`src/scad_pkg.sv`:
```
// Purpose: shared constants and types for the command/address decoder
// Assumes: one clock, inputs synchronous to clk
// Notes: command codes are {cs_n, ras_n, cas_n, we_n}
package scad_pkg;
	// ------------------------------------------------------------
	// widths
	// ------------------------------------------------------------
	localparam int ADDR_W = 14;
	localparam int BANK_W = 3;
	localparam int COL_W = 10;
	localparam int NUM_BANKS = 8;
	localparam int DATA_W = 8;
	localparam int NUM_MR = 4;
	// ------------------------------------------------------------
	// field positions
	// ------------------------------------------------------------
	localparam int AP_BIT = 10;
	localparam int BC_BIT = 12;
	localparam int TERM_STROBE_EN_BIT = 11;
	localparam int MREG_ONE_TERM_B0 = 2;
	localparam int MREG_ONE_TERM_B1 = 6;
	localparam int MREG_ONE_TERM_B2 = 9;
	localparam int MREG_TWO_WR_TERM_LO = 9;
	localparam int MREG_TWO_WR_TERM_HI = 10;
	// ------------------------------------------------------------
	// reset values
	// ------------------------------------------------------------
	localparam logic [13:0] MR_RST = 14'h0000;
	// ------------------------------------------------------------
	// mode register selectors and commands
	// ------------------------------------------------------------
	localparam logic [2:0] MR_SEL_ONE = 3'h1;
	localparam logic [2:0] MR_SEL_TWO = 3'h2;
	typedef enum logic [3:0] {
		SCAD_CMD_MODE_SET = 4'h0,
		SCAD_CMD_REF = 4'h1,
		SCAD_CMD_PRE = 4'h2,
		SCAD_CMD_ACT = 4'h3,
		SCAD_CMD_WR = 4'h4,
		SCAD_CMD_ZQ = 4'h6,
		SCAD_CMD_RD = 4'h5,
		SCAD_CMD_NOP = 4'h7
	} scad_cmd_t;
endpackage

```
`src/scad_odt_ctl.sv`:
```
// Purpose: termination enable gating and per-pin termination outputs
// Assumes: mode register fields supplied from the decoder
// Notes: purely combinational control plus a registered enable
`timescale 1ns/10ps
`default_nettype none
module scad_term_ctl (
	// clock and reset
	input wire logic clk,
	input wire logic rst,
	// controls
	input wire logic die_termination_enable,
	input wire logic self_refresh,
	input wire logic [13:0] mode_reg_one,
	input wire logic [13:0] mode_reg_two,
	// termination enables per pin group
	output logic term_dq,
	output logic term_strobe,
	output logic term_mask_pin,
	output logic term_complement
);
	typedef struct packed {
		logic on;
	} scad_term_st_t;
	scad_term_st_t st_r, st_nxt;
	logic term_allowed;

	// ------------------------------------------------------------
	// gating
	// ------------------------------------------------------------
	// both nominal and dynamic fields zero means termination is off
	always_comb begin
		term_allowed = mode_reg_one[scad_pkg::MREG_ONE_TERM_B0]
			| mode_reg_one[scad_pkg::MREG_ONE_TERM_B1]
			| mode_reg_one[scad_pkg::MREG_ONE_TERM_B2]
			| (|mode_reg_two[scad_pkg::MREG_TWO_WR_TERM_HI:scad_pkg::MREG_TWO_WR_TERM_LO]);
		st_nxt = st_r;
		st_nxt.on = die_termination_enable & term_allowed & ~self_refresh;
	end

	// registered so the enable changes only on a clock edge
	always_ff @(posedge clk or posedge rst) begin
		if (rst) begin
			st_r <= '0;
		end else begin
			st_r <= st_nxt;
		end
	end

	// outputs: complement pin only when the strobe function is on
	assign term_dq = st_r.on;
	assign term_strobe = st_r.on;
	assign term_mask_pin = st_r.on;
	assign term_complement = st_r.on & mode_reg_one[scad_pkg::TERM_STROBE_EN_BIT];
endmodule
`default_nettype wire

```
`src/scad_mask.sv`:
```
// Purpose: write data mask capture on both strobe edges
// Assumes: strobe edges arrive as one-cycle pulses synchronous to clk
// Notes: masked beats never reach the array write port
`timescale 1ns/10ps
`default_nettype none
module scad_mask (
	// clock and reset
	input wire logic clk,
	input wire logic rst,
	// beat inputs
	input wire logic write_active,
	input wire logic strobe_rise,
	input wire logic strobe_fall,
	input wire logic mask_or_term_strobe,
	input wire logic strobe_mode_sel,
	input wire logic [7:0] beat_data,
	// beat outputs
	output logic beat_write,
	output logic [7:0] beat_wdata,
	output logic beat_masked
);
	typedef struct packed {
		logic wr;
		logic [7:0] data;
		logic masked;
	} scad_mask_st_t;
	scad_mask_st_t st_r, st_nxt;
	logic beat;
	logic write_data_mask;

	// ------------------------------------------------------------
	// beat capture
	// ------------------------------------------------------------
	// in strobe mode the shared pin carries no mask, so no beat is dropped
	always_comb begin
		beat = write_active & (strobe_rise | strobe_fall);
		write_data_mask = mask_or_term_strobe & ~strobe_mode_sel;
		st_nxt = st_r;
		st_nxt.wr = beat & ~write_data_mask;
		st_nxt.masked = beat & write_data_mask;
		if (beat) begin
			st_nxt.data = beat_data;
		end
	end

	always_ff @(posedge clk or posedge rst) begin
		if (rst) begin
			st_r <= '0;
		end else begin
			st_r <= st_nxt;
		end
	end

	assign beat_write = st_r.wr;
	assign beat_wdata = st_r.data;
	assign beat_masked = st_r.masked;
endmodule
`default_nettype wire

```
`src/scad_decode.sv`:
```
// Purpose: command, address and control decoding of a DRAM input stage
// Assumes: inputs synchronous to clk; reset_n asynchronous active low
// Notes: sys_rst and reset_n both clear all state
`timescale 1ns/10ps
`default_nettype none
module scad_decode (
	// clock and resets
	input wire logic clk,
	input wire logic sys_rst,
	input wire logic reset_n,
	// command and address pins
	input wire logic chip_select_n,
	input wire logic row_strobe_n,
	input wire logic col_strobe_n,
	input wire logic write_enable_n,
	input wire logic [2:0] bank_select,
	input wire logic [13:0] address_inputs,
	input wire logic die_termination_enable,
	input wire logic self_refresh,
	// write data path
	input wire logic write_active,
	input wire logic strobe_rise,
	input wire logic strobe_fall,
	input wire logic mask_or_term_strobe,
	input wire logic [7:0] beat_data,
	// decoded command
	output logic cmd_valid,
	output logic [3:0] cmd_code,
	output logic [2:0] cmd_bank,
	output logic [13:0] row_addr,
	output logic [9:0] col_addr,
	output logic auto_precharge,
	output logic burst_chop,
	output logic [7:0] precharge_banks,
	output logic [7:0] open_banks,
	// mode registers
	output logic [13:0] mode_reg_one,
	output logic [13:0] mode_reg_two,
	output logic mode_reg_written,
	// termination and strobe pin mode
	output logic term_dq,
	output logic term_strobe,
	output logic term_mask_pin,
	output logic term_complement,
	output logic term_strobe_mode,
	// write beats
	output logic beat_write,
	output logic [7:0] beat_wdata,
	output logic beat_masked
);
	typedef struct packed {
		logic valid;
		logic [3:0] code;
		logic [2:0] bank;
		logic [13:0] row;
		logic [9:0] col;
		logic ap;
		logic bc;
		logic [7:0] pre;
		logic [7:0] open;
		logic [13:0] mreg0;
		logic [13:0] mreg1;
		logic [13:0] mreg2;
		logic [13:0] mreg3;
		logic mr_wr;
	} scad_dec_st_t;
	scad_dec_st_t st_r, st_nxt;
	logic rst;
	logic [3:0] pins;

	// ------------------------------------------------------------
	// helpers
	// ------------------------------------------------------------
	// one-hot bank mask, used for precharge and activate bookkeeping
	function automatic logic [7:0] bank_onehot(input logic [2:0] b);
		bank_onehot = 8'h01 << b;
	endfunction

	// either reset clears all state; array contents are not kept
	assign rst = sys_rst | ~reset_n;
	assign pins = {chip_select_n, row_strobe_n, col_strobe_n, write_enable_n};

	// ------------------------------------------------------------
	// command decode
	// ------------------------------------------------------------
	// pulses last one cycle; chip select high gives no command at all
	always_comb begin
		st_nxt = st_r;
		st_nxt.valid = 1'b0;
		st_nxt.mr_wr = 1'b0;
		st_nxt.pre = 8'h00;
		st_nxt.code = pins;
		if (!chip_select_n) begin
			st_nxt.valid = (pins != scad_pkg::SCAD_CMD_NOP);
			st_nxt.bank = bank_select;
			unique case (pins)
				scad_pkg::SCAD_CMD_ACT: begin
					st_nxt.row = address_inputs;
					st_nxt.open = st_r.open | bank_onehot(bank_select);
				end
				scad_pkg::SCAD_CMD_RD,
				scad_pkg::SCAD_CMD_WR: begin
					st_nxt.col = address_inputs[9:0];
					st_nxt.ap = address_inputs[scad_pkg::AP_BIT];
					st_nxt.bc = ~address_inputs[scad_pkg::BC_BIT];
					if (address_inputs[scad_pkg::AP_BIT]) begin
						st_nxt.pre = bank_onehot(bank_select);
						st_nxt.open = st_r.open & ~bank_onehot(bank_select);
					end
				end
				scad_pkg::SCAD_CMD_PRE: begin
					if (address_inputs[scad_pkg::AP_BIT]) begin
						st_nxt.pre = 8'hff;
						st_nxt.open = 8'h00;
					end else begin
						st_nxt.pre = bank_onehot(bank_select);
						st_nxt.open = st_r.open & ~bank_onehot(bank_select);
					end
				end
				scad_pkg::SCAD_CMD_MODE_SET: begin
					st_nxt.mr_wr = 1'b1;
					// selected register only; upper bank bit is reserved
					unique case (bank_select[1:0])
						2'h0: st_nxt.mreg0 = address_inputs;
						2'h1: st_nxt.mreg1 = address_inputs;
						2'h2: st_nxt.mreg2 = address_inputs;
						2'h3: st_nxt.mreg3 = address_inputs;
					endcase
				end
				default: begin
				end
			endcase
		end
	end

	// every input but the resets sampled on the clock's rising edge only
	always_ff @(posedge clk or posedge rst) begin
		if (rst) begin
			st_r <= '0;
			st_r.code <= scad_pkg::SCAD_CMD_NOP;
			st_r.mreg1 <= scad_pkg::MR_RST;
			st_r.mreg2 <= scad_pkg::MR_RST;
		end else begin
			st_r <= st_nxt;
		end
	end

	// ------------------------------------------------------------
	// outputs
	// ------------------------------------------------------------
	assign cmd_valid = st_r.valid;
	assign cmd_code = st_r.code;
	assign cmd_bank = st_r.bank;
	assign row_addr = st_r.row;
	assign col_addr = st_r.col;
	assign auto_precharge = st_r.ap;
	assign burst_chop = st_r.bc;
	assign precharge_banks = st_r.pre;
	assign open_banks = st_r.open;
	assign mode_reg_one = st_r.mreg1;
	assign mode_reg_two = st_r.mreg2;
	assign mode_reg_written = st_r.mr_wr;
	assign term_strobe_mode = st_r.mreg1[scad_pkg::TERM_STROBE_EN_BIT];

	// ------------------------------------------------------------
	// termination and mask submodules
	// ------------------------------------------------------------
	scad_term_ctl u_term (
		.clk(clk),
		.rst(rst),
		.die_termination_enable(die_termination_enable),
		.self_refresh(self_refresh),
		.mode_reg_one(st_r.mreg1),
		.mode_reg_two(st_r.mreg2),
		.term_dq(term_dq),
		.term_strobe(term_strobe),
		.term_mask_pin(term_mask_pin),
		.term_complement(term_complement)
	);

	scad_mask u_mask (
		.clk(clk),
		.rst(rst),
		.write_active(write_active),
		.strobe_rise(strobe_rise),
		.strobe_fall(strobe_fall),
		.mask_or_term_strobe(mask_or_term_strobe),
		.strobe_mode_sel(st_r.mreg1[scad_pkg::TERM_STROBE_EN_BIT]),
		.beat_data(beat_data),
		.beat_write(beat_write),
		.beat_wdata(beat_wdata),
		.beat_masked(beat_masked)
	);
endmodule
`default_nettype wire

```
`config.mk`:
```
export PLATFORM = sky130hd
export DESIGN_NAME = scad_decode
export DESIGN_NICKNAME = d
export VERILOG_FILES = /design/src/scad_pkg.sv /design/src/scad_odt_ctl.sv /design/src/scad_mask.sv /design/src/scad_decode.sv
export SDC_FILE = /design/constraint.sdc
export NUM_CORES = 1
export LEC_CHECK = 0
export BUFFER_PORTS_ARGS = -buffer_cell sky130_fd_sc_hd__buf_2
export CAP_MARGIN = 25
export CORE_ASPECT_RATIO = 1.2
export CORE_UTILIZATION = 51
export CTS_BUF_LIST = sky130_fd_sc_hd__clkbuf_4 sky130_fd_sc_hd__clkbuf_8
export DETAILED_ROUTE_END_ITERATION = 6
export PLACE_DENSITY_LB_ADDON = 0.08
export SLEW_MARGIN = 30
export SYNTH_ARGS = -nofsm -noshare
export SYNTH_HDL_FRONTEND = slang
export SYNTH_SLANG_ARGS = --single-unit
```
`constraint.sdc`:
```
create_clock -name clk -period 8.5 [get_ports clk]
set_input_delay 0.85 -clock clk [delete_from_list [all_inputs] [get_ports clk]]
set_output_delay 0.85 -clock clk [all_outputs]
set_load 0.02 [all_outputs]
```
==> summary.txt <==
Synth
  – Mapped Avg Cell Area: 14.41 µm²
  – Synth Instances: 250
  – Yosys warning count: 0
  – Synth unique cells: 33
  – Syn Nets: 288
  – Post-synth EDFFs: 0
  – Number of synthesized register bits: 90
  – Synth async-reset ratio: 100.0%
  – Mapped cell area: 0.003602 mm²
  – Sequential area share after synthesis: 62.63%
  – Prevailing post-synth register cell: dfrtp_1

Pwr
  – Static Leakage: 2.313 nW
  – Pwr dens: 250.1 mW/mm²
  – Max VDD drop: 160.1 µV

Timing
  – Max Slew Vio Count: 0
  – Final Hold Fails: 0
  – Worst relative slew slack: 47.76%
  – Worst Skew: 0.005432 ns
  – Sum Neg Setup Slack: 0 ns
  – Final setup viols: 0
  – Worst Max-Slew Pin Slew: 0.7784 ns
  – Final Critical Period: about 2.3 ns
  – FMAX: 442.2 MHz
  – Tcrit/Tclk final: 26.61%
  – RSZ-0062 raised after global routing: no

CTS
  – CTS root buffer: clkbuf_8
  – CTS sink cnt: 90
  – H-Tree Depth: 3
  – Hold_buf cts: 0
  – Post-CTS sizing: 0
  – CTS Buf Count: 9
  – Worst-path clk slew: 0.08 ns
  – # Post-CTS Setup Buffers: 0
  – CTS tree: yes
  – Clock tree buffer depth: 2
  – Worst-Skew Late Latency: 0.35 ns

Finish
  – Ratio of cells with drive above 1 in the final layout: 58.27%
  – Fin area: 0.004513 mm²
  – Layout net count: 414
  – ANT cells: 0
  – Area delta synth->final: 25.29%
  – Fillers: between 500 and 600

Drt
  – # DRC: 0
  – DRT iter0 DRCs: 169
  – Vias/cell: 5.244
  – DR pass1 iterations: 4
  – Routed length per instance: 15.66 µm
  – Post-DRT Antenna Nets: 0
  – Routed Wire Length: roughly 7300 µm
  – Vias: ~2,500

Place
  – Input/output buffers: 131
  – Dpl hpwl: slightly above 5000 µm
  – DP Area: 0.004287 mm²
  – GP Congestion: 0.8175

Worst setup path
  – Critical Path RT: approximately 8.7 ns
  – Setup crit end kind: flip-flop
  – RR Startpoint: mode_reg_one[2]$_DFFE_PP0P_
  – FF-to-FF setup slack: 7.33 ns
  – Crit path launch type: primary input
  – Crit Path Category: in2reg
  – Critical path data arrival time: roughly 2.5 ns
  – FF-to-FF End: u_term.term_dq$_DFF_PP0_
  – Crit Path Max Fanout: 14
  – Worst Reg2Reg Path Length in Cells: 3

Floorplanning
  – Initial Utilization: a little over half
  – I/O Pins: 132
  – CORE AREA: approximately 0.007 mm²
  – Row count: 33
  – Die ar.: 0.007405 mm²
  – Die width: 78.72 µm
  – Die height: ~94 µm

Worst hold path
  – Hold Path Sink: cmd_bank[1]$_DFFE_PP0N_
  – Hold path depth: 2
  – Hold Path Class: reg2reg
  – Hold Crit Start: cmd_bank[1]$_DFFE_PP0N_

Global routing
  – Initial antenna violation count: 0
  – All-Layer GR Usage: between 20% and 30%
  – Vias in the first global route: 2,300
  – First-pass GRT wire length: 11,600 µm
  – Pin count of the biggest net entering global routing: 91
  – GR Overflow Total: 0

Status
  – Outcome: finished clean

Job
  – Max Cap Viol: 0
registers in the layout (all words and copies together), names as in the netlist:
register	cells
auto_precharge	1
cmd_valid	1
u_term.term_dq	1
mode_reg_one	14
cmd_bank	3
u_mask.beat_write	1
col_addr	10
mode_reg_two	14
precharge_banks	8
u_mask.beat_masked	1
open_banks	8
row_addr	14
mode_reg_written	1
u_mask.beat_wdata	8
burst_chop	1
cmd_code	4
cell families (layout without fill, tap and decap cells):
| logic type | after synthesis | after routing | synth area share, % |
|---|---|---|---|
| AND/OR/NAND/NOR | 28 | 28 | 6.148 |
| AO/OA/AOI/OAI | 42 | 42 | 7.989 |
| multiplexers | 61 | 61 | 19.07 |
| flip-flops | 90 | 90 | 62.63 |
| buffers and inverters | 29 | 160 | 4.168 |
stage by stage:
step | util [%] | total power, mW | hold slack [ns] | setup slack [ns] | std cells
after floorplan | - | 0.7103 | 0.5929 | 2.042 | 250
after global placement | 62.77 | 0.8050 | 0.4633 | 5.963 | 452
after detailed placement | 62.92 | 0.8129 | 0.4771 | 5.882 | 452
after CTS | 66.24 | 1.141 | 0.4965 | 6.273 | 468
after global routing | 66.24 | 1.183 | 0.5166 | 6.151 | 468
final | 66.24 | 1.129 | 0.4932 | 6.238 | 468
synthesized netlist by cell type (2+ instances only):
cell / count / area [µm²]
buf_2: 6 / 30.03
buf_4: 3 / 22.52
or3b_2: 3 / 26.28
nand3_2: 2 / 20.02
o21a_1: 2 / 15.01
mux2_2: 61 / 686.9
a31oi_1: 2 / 12.51
nand2_1: 2 / 7.510
nand3b_1: 3 / 22.52
o21ai_0: 3 / 15.01
buf_6: 3 / 33.78
a22oi_1: 8 / 60.06
nor2_1: 3 / 11.26
nor2b_1: 2 / 12.51
a21oi_1: 9 / 45.04
o21ai_1: 2 / 10.01
clkbuf_1: 5 / 18.77
dfstp_2: 3 / 78.83
and2_1: 2 / 12.51
inv_1: 12 / 45.04
nor3b_1: 3 / 22.52
dfrtp_1: 87 / 2177
o2111ai_1: 8 / 70.07
o211ai_1: 7 / 52.55
worst max-delay path: stages:
cell	delay, ns
buf_2	0.19
nor2b_2	0.36
and3_1	0.68
mux2_2	0.41
where the power goes:
group	switching (mW)	internal, mW	total [mW]
clock network	0.146	0.181	0.327
logic	0.165	0.106	0.272
registers	0.0343	0.496	0.530
worst max-delay path by stage:
stage,from,end,slack (ns),depth (start not counted)
floorplan,sys_rst,auto_precharge$_DFFE_PP0P_,2.04,1
global placement,col_strobe_n,row_addr[4]$_DFFE_PP0P_,5.96,4
finish,col_strobe_n,row_addr[5]$_DFFE_PP0P_,6.24,4
detailed placement,col_strobe_n,row_addr[0]$_DFFE_PP0P_,5.88,4
CTS,col_strobe_n,row_addr[7]$_DFFE_PP0P_,6.27,4
global route,col_strobe_n,row_addr[6]$_DFFE_PP0P_,6.15,4
cell type report:
class / count / area [µm²] / share of cell area, %
clock buffers: 12 / 152.6 / 3.382
clock inverters: 4 / 73.82 / 1.636
inverters: 12 / 45.04 / 0.9981
multi-input cells: 131 / 1210 / 26.81
flip-flops and latches: 90 / 2256 / 49.99
well taps: 87 / 108.9 / 2.412
repair buffers: 132 / 666.9 / 14.78
cell usage in the layout, fill, tap and decap left out, drive strengths merged, types with 2 or more instances in the layout:
master,synthesis,routed
buf,12,132
a31oi,2,2
o2111ai,8,8
mux2,61,61
dfrtp,87,87
o211ai,7,7
nand2,2,2
nor2,3,3
a21oi,9,9
inv,12,13
a22oi,8,8
nand3,2,2
dfstp,3,3
nand3b,3,3
bufinv,0,2
nor2b,3,3
clkbuf,5,12
o21a,2,2
nor3b,4,4
or3b,3,3
and2,2,2
o21ai,5,5
layer usage:
layer,vias to the layer above,share of wire (%),track usage [%]
met1,1190,43,27.57
met4,0,2.2,11.88
met2,97,49,32.39
met5,-,0,0
li1,1153,-,-
met3,14,5.9,3.981
No activity file was read; power rests on OpenSTA's default activity.
